`config.mk`:
```
export PLATFORM = sky130hd
export DESIGN_NAME = sdram_address_mux_32bit
export DESIGN_NICKNAME = d
export VERILOG_FILES = /design/src/verilog/sdram_addr_mux_pkg.sv /design/src/verilog/sdram_address_mux_32bit.sv
export SDC_FILE = /design/constraint.sdc
export NUM_CORES = 1
export LEC_CHECK = 0
export BUFFER_PORTS_ARGS = -buffer_cell sky130_fd_sc_hd__buf_2
export CAP_MARGIN = 20
export CORE_MARGIN = 2
export CORE_UTILIZATION = 51
export CTS_BUF_LIST = sky130_fd_sc_hd__clkbuf_8 sky130_fd_sc_hd__clkbuf_16
export DETAILED_ROUTE_END_ITERATION = 8
export GPL_TIMING_DRIVEN = 0
export PLACE_DENSITY_LB_ADDON = 0.12
export SKIP_LAST_GASP = 1
export SLEW_MARGIN = 15
export SYNTH_ARGS = -nofsm -noshare
export SYNTH_HDL_FRONTEND = slang
export SYNTH_SLANG_ARGS = --single-unit
export TNS_END_PERCENT = 10
```
`constraint.sdc`:
```
create_clock -name mclk -period 2.15 [get_ports mclk]
set_input_delay 0.215 -clock mclk [delete_from_list [all_inputs] [get_ports mclk]]
set_output_delay 0.215 -clock mclk [all_outputs]
set_load 0.01 [all_outputs]
```
`src/verilog/sdram_addr_mux_pkg.sv`:
```
`default_nettype none
package sdram_addr_mux_pkg;

   // ==========================================================================
   // Geometry field encodings.
   localparam logic [1:0] BUS_WIDTH_32 = 2'h3;
   localparam logic [1:0] ROW_BITS_12 = 2'h1;
   localparam logic [1:0] ROW_BITS_13 = 2'h2;
   localparam logic [1:0] COL_BITS_10 = 2'h2;
   localparam logic [1:0] COL_BITS_9 = 2'h1;

   // ==========================================================================
   // Register byte offsets on the Wishbone slave.
   localparam logic [3:0] CONFIG_OFFSET = 4'h0;
   localparam logic [3:0] STATUS_OFFSET = 4'h4;
   localparam logic [3:0] ROW_CAPTURE_OFFSET = 4'h8;
   localparam logic [3:0] COL_CAPTURE_OFFSET = 4'hc;

   // Configuration field positions.
   localparam int BUS_WIDTH_LSB = 0;
   localparam int ROW_BITS_LSB = 2;
   localparam int COL_BITS_LSB = 4;

   // Status field positions.
   localparam int STAT_SUPPORTED_BIT = 0;
   localparam int STAT_GEOM13_BIT = 1;
   localparam int STAT_PHASE_LSB = 2;
   localparam int STAT_REJECT_LSB = 8;

   // Reset values: 32-bit bus, 12 row bits, 10 column bits.
   localparam logic [1:0] BUS_WIDTH_RESET = 2'h3;
   localparam logic [1:0] ROW_BITS_RESET = 2'h1;
   localparam logic [1:0] COL_BITS_RESET = 2'h2;
   localparam logic [17:0] EXT_ADDR_RESET = 18'h00000;
   localparam logic [7:0] REJECT_RESET = 8'h00;

   // ==========================================================================
   // Types.
   typedef struct packed {
      logic [1:0] col_bits;
      logic [1:0] row_bits;
      logic [1:0] bus_width;
   } geom_cfg_t;

   typedef struct packed {
      logic [17:0] addr;
      logic row_strobe_lower_b;
      logic row_strobe_upper_b;
   } ext_pins_t;

   // Gray coded along idle -> row -> column.
   typedef enum logic [1:0] {
      PH_IDLE = 2'b00,
      PH_ROW = 2'b01,
      PH_COL = 2'b11
   } phase_t;

endpackage
`default_nettype wire

```
`src/verilog/sdram_address_mux_32bit.sv`:
```
`timescale 1ns/1ns
`default_nettype none
// Behaviour
// [RL1] The mapping is chosen from the bus width, row width and column width fields.
// [RL2] The 32-bit, 12-row, 10-column mapping serves one 4-bank memory with 10 column bits.
// [RL3] The same mapping serves two 16-bit 4-bank memories side by side.
// [RL4] In the 12/10 row cycle internal A27..A10 drive pins A17..A0 in order.
// [RL5] In the 12/10 column cycle pins carry A17..A0 except A15=A25, A14=A24, A12=precharge.
// [RL6] Bank-select bits are identical in row and column cycles, higher bit on bank input one.
// [RL7] The pin on the memory address/auto-precharge input carries the command's fixed level.
// [RL8] Only the lower row strobe is asserted; the upper row strobe stays deasserted.
// [RL9] The 32-bit, 13-row, 9-column mapping serves one 4-bank memory with 9 column bits.
// [RL10] The same 13/9 mapping serves two 16-bit 4-bank memories side by side.
// [RL11] In 13/9 rows drive A26..A9; columns drive A17..A0 but A16=A25, A15=A24, A12=precharge.
// [RL12] Pins unused by the memory carry plain internal address bits and must not be relied on.

module sdram_address_mux_32bit
(
   // Clock and reset.
   input wire logic mclk,
   input wire logic rst_b,
   // Wishbone classic slave.
   input wire logic cyc_i,
   input wire logic stb_i,
   input wire logic we_i,
   input wire logic [3:0] adr_i,
   input wire logic [3:0] sel_i,
   input wire logic [31:0] dat_i,
   output logic [31:0] dat_o,
   output logic ack_o,
   // Command side from the controller.
   input wire logic [27:0] int_addr,
   input wire logic row_cmd,
   input wire logic col_cmd,
   input wire logic precharge_level,
   // Memory pins.
   output logic [17:0] ext_addr,
   output logic row_strobe_lower_b,
   output logic row_strobe_upper_b,
   output logic mapping_supported
);

   // ==========================================================================
   // Geometry decode.
   sdram_addr_mux_pkg::geom_cfg_t cfg_q;
   sdram_addr_mux_pkg::geom_cfg_t cfg_d;
   logic geom_12_10;
   logic geom_13_9;
   logic supported;

   always_comb
   begin
      geom_12_10 = (cfg_q.bus_width == sdram_addr_mux_pkg::BUS_WIDTH_32) &&
                   (cfg_q.row_bits == sdram_addr_mux_pkg::ROW_BITS_12) &&
                   (cfg_q.col_bits == sdram_addr_mux_pkg::COL_BITS_10); // [RL1]
      geom_13_9 = (cfg_q.bus_width == sdram_addr_mux_pkg::BUS_WIDTH_32) &&
                  (cfg_q.row_bits == sdram_addr_mux_pkg::ROW_BITS_13) &&
                  (cfg_q.col_bits == sdram_addr_mux_pkg::COL_BITS_9); // [RL1]
      supported = geom_12_10 | geom_13_9;
   end

   // ==========================================================================
   // Command decode.
   // A row command wins over a column command in the same cycle: the column
   // image would otherwise overwrite the row address that the memory latches.
   // Pins are registered, so the memory sees a settled image for a whole
   // cycle; the price is one cycle from command to pin.
   logic take_row;
   logic take_col;
   logic refused;

   always_comb
   begin
      take_row = row_cmd && supported;
      take_col = col_cmd && !row_cmd && supported;
      refused = (row_cmd || col_cmd) && !supported;
   end

   // ==========================================================================
   // Address multiplexer and row strobes.
   // The same pin image serves one x32 device or two x16 devices in parallel,
   // since each x16 part sees the same row, column and bank pins. [RL3] [RL10]
   sdram_addr_mux_pkg::phase_t phase_q;
   sdram_addr_mux_pkg::phase_t phase_d;
   sdram_addr_mux_pkg::ext_pins_t pins_q;
   sdram_addr_mux_pkg::ext_pins_t pins_d;
   logic [17:0] row_cap_q;
   logic [17:0] row_cap_d;
   logic [17:0] col_cap_q;
   logic [17:0] col_cap_d;
   logic [7:0] reject_q;
   logic [7:0] reject_d;

   always_comb
   begin
      phase_d = sdram_addr_mux_pkg::PH_IDLE;
      pins_d = pins_q;
      pins_d.row_strobe_lower_b = 1'b1;
      // The upper strobe is never used: A25 is a bank bit in both settings.
      pins_d.row_strobe_upper_b = 1'b1; // [RL8]
      // A refused command takes neither branch and leaves the last image standing.
      if (take_row)
      begin
         phase_d = sdram_addr_mux_pkg::PH_ROW;
         pins_d.row_strobe_lower_b = 1'b0; // [RL8]
         if (geom_12_10)
         begin
            // 4 banks, 10 column bits; pins A15/A14 carry A25/A24. [RL2] [RL6]
            pins_d.addr = int_addr[27:10]; // [RL4]
         end
         else
         begin
            // 4 banks, 9 column bits; pins A16/A15 carry A25/A24. [RL9] [RL6]
            pins_d.addr = int_addr[26:9]; // [RL11]
         end
      end
      else if (take_col)
      begin
         phase_d = sdram_addr_mux_pkg::PH_COL;
         if (geom_12_10)
         begin
            // A17, A16 and A13 reach no memory pin. [RL12]
            pins_d.addr = {int_addr[17:16], int_addr[25], int_addr[24], int_addr[13],
                           precharge_level, int_addr[11:0]}; // [RL5] [RL6] [RL7]
         end
         else
         begin
            pins_d.addr = {int_addr[17], int_addr[25], int_addr[24], int_addr[14:13],
                           precharge_level, int_addr[11:0]}; // [RL11] [RL6] [RL7] [RL12]
         end
      end
   end

   always_ff @(posedge mclk)
   begin
      if (!rst_b)
      begin
         phase_q <= sdram_addr_mux_pkg::PH_IDLE;
         pins_q.addr <= sdram_addr_mux_pkg::EXT_ADDR_RESET;
         pins_q.row_strobe_lower_b <= 1'b1;
         pins_q.row_strobe_upper_b <= 1'b1;
      end
      else
      begin
         phase_q <= phase_d;
         pins_q <= pins_d;
      end
   end

   // Last row and column images, kept for software to read back.
   always_comb
   begin
      row_cap_d = row_cap_q;
      col_cap_d = col_cap_q;
      if (take_row)
      begin
         row_cap_d = pins_d.addr;
      end
      if (take_col)
      begin
         col_cap_d = pins_d.addr;
      end
   end

   always_ff @(posedge mclk)
   begin
      if (!rst_b)
      begin
         row_cap_q <= sdram_addr_mux_pkg::EXT_ADDR_RESET;
         col_cap_q <= sdram_addr_mux_pkg::EXT_ADDR_RESET;
      end
      else
      begin
         row_cap_q <= row_cap_d;
         col_cap_q <= col_cap_d;
      end
   end

   // Refused commands are counted so software can spot a controller that runs
   // while an unsupported geometry is set; the count saturates rather than wrapping.
   always_comb
   begin
      reject_d = reject_q;
      if (refused && reject_q != 8'hff)
      begin
         reject_d = reject_q + 8'h01;
      end
   end

   always_ff @(posedge mclk)
   begin
      if (!rst_b)
      begin
         reject_q <= sdram_addr_mux_pkg::REJECT_RESET;
      end
      else
      begin
         reject_q <= reject_d;
      end
   end

   assign ext_addr = pins_q.addr;
   assign row_strobe_lower_b = pins_q.row_strobe_lower_b;
   assign row_strobe_upper_b = pins_q.row_strobe_upper_b;
   assign mapping_supported = supported;

   // ==========================================================================
   // Wishbone slave.
   // Ack follows one cycle after the strobe; a write lands on the edge where
   // the master samples ack, so a held request is applied again on every second edge.
   logic ack_q;
   logic ack_d;
   logic [31:0] dat_q;
   logic [31:0] dat_d;
   logic [31:0] status_word;
   logic [31:0] cfg_word;
   logic [31:0] cfg_wr;

   always_comb
   begin
      status_word = 32'h00000000;
      status_word[sdram_addr_mux_pkg::STAT_SUPPORTED_BIT] = supported;
      status_word[sdram_addr_mux_pkg::STAT_GEOM13_BIT] = geom_13_9;
      status_word[sdram_addr_mux_pkg::STAT_PHASE_LSB +: 2] = phase_q;
      status_word[sdram_addr_mux_pkg::STAT_REJECT_LSB +: 8] = reject_q;
      cfg_word = 32'h00000000;
      cfg_word[sdram_addr_mux_pkg::BUS_WIDTH_LSB +: 2] = cfg_q.bus_width;
      cfg_word[sdram_addr_mux_pkg::ROW_BITS_LSB +: 2] = cfg_q.row_bits;
      cfg_word[sdram_addr_mux_pkg::COL_BITS_LSB +: 2] = cfg_q.col_bits;
      dat_d = dat_q;
      if (cyc_i && stb_i && !ack_q)
      begin
         case (adr_i)
            sdram_addr_mux_pkg::CONFIG_OFFSET: dat_d = cfg_word;
            sdram_addr_mux_pkg::STATUS_OFFSET: dat_d = status_word;
            sdram_addr_mux_pkg::ROW_CAPTURE_OFFSET: dat_d = {14'h0000, row_cap_q};
            sdram_addr_mux_pkg::COL_CAPTURE_OFFSET: dat_d = {14'h0000, col_cap_q};
            default: dat_d = 32'h00000000;
         endcase
      end
   end

   always_ff @(posedge mclk)
   begin
      if (!rst_b)
      begin
         dat_q <= 32'h00000000;
      end
      else
      begin
         dat_q <= dat_d;
      end
   end

   // Ack drops in the cycle after it is given even while the master still
   // holds its strobe, so a held request is answered again every second cycle.
   always_comb
   begin
      ack_d = cyc_i & stb_i & ~ack_q;
   end

   always_ff @(posedge mclk)
   begin
      if (!rst_b)
      begin
         ack_q <= 1'b0;
      end
      else
      begin
         ack_q <= ack_d;
      end
   end

   // Only byte lane zero holds configuration; the other lanes are ignored.
   always_comb
   begin
      cfg_wr = cfg_word;
      if (sel_i[0])
      begin
         cfg_wr[7:0] = dat_i[7:0];
      end
      cfg_d = cfg_q;
      if (cyc_i && stb_i && we_i && ack_q && adr_i == sdram_addr_mux_pkg::CONFIG_OFFSET)
      begin
         cfg_d.bus_width = cfg_wr[sdram_addr_mux_pkg::BUS_WIDTH_LSB +: 2]; // [RL1]
         cfg_d.row_bits = cfg_wr[sdram_addr_mux_pkg::ROW_BITS_LSB +: 2];
         cfg_d.col_bits = cfg_wr[sdram_addr_mux_pkg::COL_BITS_LSB +: 2];
      end
   end

   always_ff @(posedge mclk)
   begin
      if (!rst_b)
      begin
         cfg_q.bus_width <= sdram_addr_mux_pkg::BUS_WIDTH_RESET;
         cfg_q.row_bits <= sdram_addr_mux_pkg::ROW_BITS_RESET;
         cfg_q.col_bits <= sdram_addr_mux_pkg::COL_BITS_RESET;
      end
      else
      begin
         cfg_q <= cfg_d;
      end
   end

   assign ack_o = ack_q;
   assign dat_o = dat_q;

endmodule
`default_nettype wire

```
=== Word level (Yosys, flattened, before mapping) ===
Cells that the tools add are included.

* Bits in registers: 105
* Input bits: 76
* Output and inout port bits: 54
* Logic and storage cells: 57

* Add/subtract/negate cells: 1
* Eq/ne operators: 9
* Multiplexer cells: 8
* Bitwise logic cells: 5
* Reduce and logical (&&, ||, !) cells: 21

{| class="wikitable"
|+ Operators with widths
! cell !! count
|-
| $pmux 18 s4 || 1
|-
| $mux 18 || 3
|-
| $mux 17 || 1
|-
| $logic_and 1x1->1 || 14
|-
| $add 8x1->8 const B || 1
|-
| $eq 4x4->1 const B || 2
|-
| $ne 8x8->1 const B || 1
|-
| $eq 2x2->1 const B || 3
|-
| $eq 2x1->1 const B || 2
|-
| $eq 4x3->1 const B || 1
|-
| $logic_not 4->1 || 1
|-
| $logic_not 1->1 || 3
|-
| $and 1x1->1 || 2
|-
| $mux 1 || 2
|-
| $mux 2 || 1
|-
| $not 1->1 || 2
|-
| $reduce_and 2->1 || 1
|-
| $reduce_or 2->1 || 1
|-
| $logic_or 1x1->1 || 1
|-
| $or 1x1->1 || 1
|}

=== Depth between registers and ports, before layout ===
* Word-level depth: 7
* Gate-level depth with buffers: 7
* Depth with buffers taken out: 5

=== Worst setup path before layout ===
OpenSTA, ideal clock, no wires.

* Kind: reg2reg
* From: register cfg_q[4] in the netlist's numbering
* To: register reject_q[6]
* Setup time: 0.132 ns
* Arrival time: 1.566 ns
* Data required time: 2.018 ns
* Slack: 0.451 ns
* Cell stages (with the launch flop): 8
* Period minus slack after synthesis: 1.699 ns
* Path through: dfxtp_1 > and4bb_1 > buf_6 > o21ai_4 > inv_2 > buf_2 > o41ai_1 > a21oi_1

* Longest elaborated chain between the ends: 6

{| class="wikitable"
|+ RTL lines
! element !! RTL line !! source
|-
| start: declaration || sdram_address_mux_32bit.sv:45 || <nowiki>sdram_addr_mux_pkg::geom_cfg_t cfg_q;</nowiki>
|-
| start signal: assignment || sdram_address_mux_32bit.sv:301 || <nowiki>cfg_q <= cfg_d;</nowiki>
|-
| $eq 2x2->1 or $eq 2x1->1 (tied branches) || sdram_address_mux_32bit.sv:55, sdram_address_mux_32bit.sv:58 ||
|-
| $logic_and 1x1->1 (on tied branches) || sdram_address_mux_32bit.sv:54, sdram_address_mux_32bit.sv:57 ||
|-
| $or 1x1->1 * || sdram_address_mux_32bit.sv:59 || <nowiki>supported = geom_12_10 | geom_13_9;</nowiki>
|-
| named net mapping_supported || sdram_address_mux_32bit.sv:40 || <nowiki>output logic mapping_supported</nowiki>
|-
| $logic_not 1->1 * || sdram_address_mux_32bit.sv:76 || <nowiki>refused = (row_cmd || col_cmd) && !supported;</nowiki>
|-
| $logic_and 1x1->1 * || sdram_address_mux_32bit.sv:76 ||
|-
| $logic_and 1x1->1 * || sdram_address_mux_32bit.sv:184 || <nowiki>if (refused && reject_q != 8'hff)</nowiki>
|-
| end signal: assignment || sdram_address_mux_32bit.sv:194 || <nowiki>reject_q <= sdram_addr_mux_pkg::REJECT_RESET;</nowiki>
|-
| end signal: assignment || sdram_address_mux_32bit.sv:198 || <nowiki>reject_q <= reject_d;</nowiki>
|-
| end: declaration || sdram_address_mux_32bit.sv:91 || <nowiki>logic [7:0] reject_q;</nowiki>
|}

The timed path passes the listed nets; every way through them passes the cells marked *.
A chain may end at the register's enable or synchronous reset.

=== Worst setup path in the final report ===
* From: register cfg_q[5] in the netlist's numbering
* To: register pins_q (netlist bit ext_addr[8])

* Longest elaborated chain between the ends: 6

{| class="wikitable"
|+ RTL lines
! element !! RTL line !! source
|-
| $eq 2x2->1 or $eq 2x1->1 (tied branches) || sdram_address_mux_32bit.sv:55, sdram_address_mux_32bit.sv:58 ||
|-
| $logic_and 1x1->1 (on tied branches) || sdram_address_mux_32bit.sv:54, sdram_address_mux_32bit.sv:57 ||
|-
| $or 1x1->1 || sdram_address_mux_32bit.sv:59 ||
|-
| $logic_and 1x1->1 || sdram_address_mux_32bit.sv:75 || <nowiki>take_col = col_cmd && !row_cmd && supported;</nowiki>
|-
| $mux 18 || sdram_address_mux_32bit.sv:117 || <nowiki>else if (take_col)</nowiki>
|-
| $mux 18 * || sdram_address_mux_32bit.sv:102 || <nowiki>if (take_row)</nowiki>
|-
| end signal: assignment || sdram_address_mux_32bit.sv:146 || <nowiki>pins_q <= pins_d;</nowiki>
|-
| end: declaration || sdram_address_mux_32bit.sv:85 || <nowiki>sdram_addr_mux_pkg::ext_pins_t pins_q;</nowiki>
|}

Mark *: on every way between the ends. The rest lies on a longest branch, timed or not.

==> summary.md <==
| Metric | Value |
|---|---|
| Root Buffer Master | clkbuf_8 |
| Post-Route Skew | 0.00881 ns |
| Final count of negative-setup-slack endpoints | 0 |
| Antenna-violating nets left | 0 |
| Post-layout min period | 2.02 ns |
| Final Max Slew Viols | 0 |
| Share of cells above drive strength 1 | 25.8% |
| Seq cells post-synth | 90 |
| Clk slew on worst S/H paths | 0.09 ns |
| Area delta synth->final | 18.8% |
| Post-Syn Area | 4240 um^2 |
| Routed WL | 12,000 um |
| Worst hold path class | input port to register |
| Port Buf Inserts | 82 |
| H-tree levels | 3 |
| Syn Area/Cell | 8.75 um^2 |
| Max Fclk | 496 MHz |
| Max cap viols | 0 |
| Chip Height | 95.1 um |
| Initial DRC count | 295 |
| Critical path required time | 2.41 ns |
| Critical Path Fanout Max | 10 |
| DPL Wire Length | 8840 um |
| R2R Path Start | cfg_q[5] |
| Met1 usage | 39.1% |
| Met3 Use GR | 4.66% |
| Final Power | 0.00340 W |
| YS warnings | 0 |
| Post CTS Setup Buffer Count | 0 |
| Peak supply drop | 385 uV |
| Status | finished clean |
| CP Data Arrival Time | 2.28 ns |
| Post-synth EDFFs | 0 |
| RR Endpoint | ext_addr[8] |
| Starting Density | 52.1% |
| Number of global-route vias before repair | 3,583 |
| N_diodes | 0 |
| Largest net degree at the start of global routing | 15 |
| Worst setup path startpoint | cfg_q[5] |
| Startpoint type of the worst setup path | register |
| Hold worst-path end | cfg_q[5] |
| Final worst path period share | 93.7% |
| Cell count after synthesis | 484 |
| Async SR Flop Fraction | 0% |
| Die ar. | 9050 um^2 |
| R2r worst-path depth | 6 |
| Clk sink count | 90 |
| Remaining DRCs | 0 |
| Pwr Density | 676 nW/um^2 |
| Std cell rows | 33 |
| Initial antenna violation count | 0 |
| # nets final | 666 |
| DIE WIDTH | 95.1 um |
| Skew-Pair Late Insertion Delay | 0.36 ns |
| Slew headroom | 53.0% |
| GRT Max-Usage Layer | met2 |
| Core box area | 8130 um^2 |
| Vias/cell | 5.56 |
| Hold-fix buffers at CTS | 0 |
| I/O pin count | 130 |
| Dominant synthesized flop cell | dfxtp_1 |
| Post-synth cell types | 52 |
| Leak | 2.14 nW |
| Worst min-delay path startpoint | dat_i[5] |
| TritonCTS buffer count | 9 |
| Critical path class | register to register |
| TNS Setup | 0 ns |
| CTS tree | done |
| Clock Path Buffers | 2 |
| R2R setup slack | 0.13 ns |
| Unrepaired setup endpoints after global routing | no |
| Congestion Overflow GR | 0 |
| GPL Wtd Cong | 0.879 |
| CP endpoint kind | register |
| GRT Total Usage | 27.6% |
| Total number of vias | 3,889 |
| 1st-pass router iterations | 5 |
| Seq/Total Area, Yosys | 42.5% |
| Slew @ Worst Pin | 0.705 ns |
| Wire length per cell | 17.1 um |
| Met2 usage | 42.8% |
| Min-Delay Path Depth | 3 |
| Fin. Hold Viols | 0 |
| Global-route wire length before repair | 18,800 um |
[through the flow]
stage / std cells / hold slack (ns) / area [um^2] / setup slack, ns / utilization [%]
after global placement: 684 / 0.432 / 4830 / 0.127 / 59.3
after CTS: 700 / 0.0733 / 5030 / 0.0283 / 61.9
after floorplan: 497 / 0.340 / 4290 / 0.451 / -
final: 699 / 0.0747 / 5030 / 0.135 / 61.9
after global routing: 699 / 0.0758 / 5030 / 0.0201 / 61.9
after detailed placement: 684 / 0.438 / 4830 / 0.125 / 59.3
[layer usage]
| metal | part of all wire, % | vias to the layer above | wire length [um] |
|---|---|---|---|
| met3 | 8.0 | 19 | 955 |
| met4 | 2.0 | 0 | 242 |
| met2 | 44 | 183 | 5310 |
| met5 | 0 | - | 0 |
| met1 | 46 | 1778 | 5450 |
| li1 | - | 1909 | - |
[power by group]
part	internal, W	switching (W)	leakage (nW)	total (W)
Clock	0.000595	0.000610	0.103	0.00121
Sequential	0.00173	0.0000332	0.736	0.00176
Combinational	0.000180	0.000250	1.30	0.000431
Total	0.00251	0.000894	2.14	0.00340
[repair_timing]
item	4_1_cts	5_1_grt
gates resized for setup	0	6
endpoints found under the hold margin	0	0
setup endpoints to repair	0	21
[critical path, cell delays in order, from the launching register on]
cell       delay, ns
dfxtp_1         0.43
nand4bb_1       0.27
clkbuf_2        0.27
a211oi_2        0.34
buf_2           0.31
o2bb2ai_1       0.12
o21a_1          0.17
[logic make-up after synthesis]
group / count (synthesis) / synth area share, %
buffers and inverters: 65 / 7.59
and+or+nand+nor: 149 / 17.6
adders and majority gates: 1 / 0.295
muxes: 27 / 7.97
other: 2 / 0.177
AOI/OAI and AO/OA: 150 / 23.8
DFF: 90 / 42.5
[Yosys cell counts, types with 2 or more instances]
master / count / area [um^2]
o22ai_1: 2 / 12.5
and2_1: 20 / 125
nor2_1: 17 / 63.8
a22oi_1: 13 / 97.6
nand3_1: 25 / 125
o32ai_1: 2 / 17.5
nor3_1: 3 / 15.0
nor4_1: 2 / 12.5
o21a_1: 27 / 203
o31a_1: 3 / 26.3
o2bb2ai_1: 12 / 105
mux2i_1: 9 / 90.1
buf_4: 15 / 113
mux4_2: 4 / 90.1
mux2_2: 14 / 158
o22a_1: 2 / 17.5
buf_2: 11 / 55.1
nand2_1: 58 / 218
clkbuf_1: 21 / 78.8
conb_1: 2 / 7.51
a21oi_1: 41 / 205
a22o_1: 5 / 43.8
inv_1: 14 / 52.6
nand4_1: 5 / 31.3
nand2b_1: 2 / 12.5
buf_1: 2 / 7.51
o31ai_1: 4 / 30.0
and3_1: 4 / 25.0
nand4bb_1: 2 / 22.5
dfxtp_1: 90 / 1800
o21ai_0: 30 / 150
or4_1: 3 / 22.5
[worst max path at each step]
stage	end	slack, ns	depth (start not counted)
after floorplan	reject_q[6]	0.45	7
after global placement	ext_addr[10]	0.13	6
after detailed placement	ext_addr[8]	0.12	6
after CTS	mapping_supported	0.03	6
after global routing	ext_addr[4]	0.02	6
final	ext_addr[8]	0.13	6
[flip-flops by register name, summed over array words and instances, names as in the netlist]
signal	flops
dat_o	18
reject_q	8
ext_addr	18
row_cap_q	18
ack_o	1
row_strobe_lower_b	1
col_cap_q	18
phase_q	2
cfg_q	6
[cell type report]
class,instances,area [um^2]
inverters,15,56.3
clock inverters,5,53.8
repair buffers,82,410
well taps,105,131
multi-input cells,342,2160
flip-flops and latches,90,1810
clock buffers,11,151
fillers,773,3100
plain buffers,49,262
[cells in the final DEF, fill, tap and decap left out, types with 4 or more instances in the layout]
cell	n
buf_2	92
dfxtp_1	86
nand2_1	58
a21oi_1	41
o21ai_0	30
o21a_1	27
nand3_1	25
and2_1	20
clkbuf_1	20
nor2_1	17
inv_1	15
buf_4	15
conb_1	15
mux2_2	14
a22oi_1	13
o2bb2ai_1	12
clkbuf_8	11
mux2i_1	9
nand4_1	5
a22o_1	5
o31ai_1	4
and3_1	4
mux4_2	4
dfxtp_2	4
No activity file was read; power rests on OpenSTA's default activity.
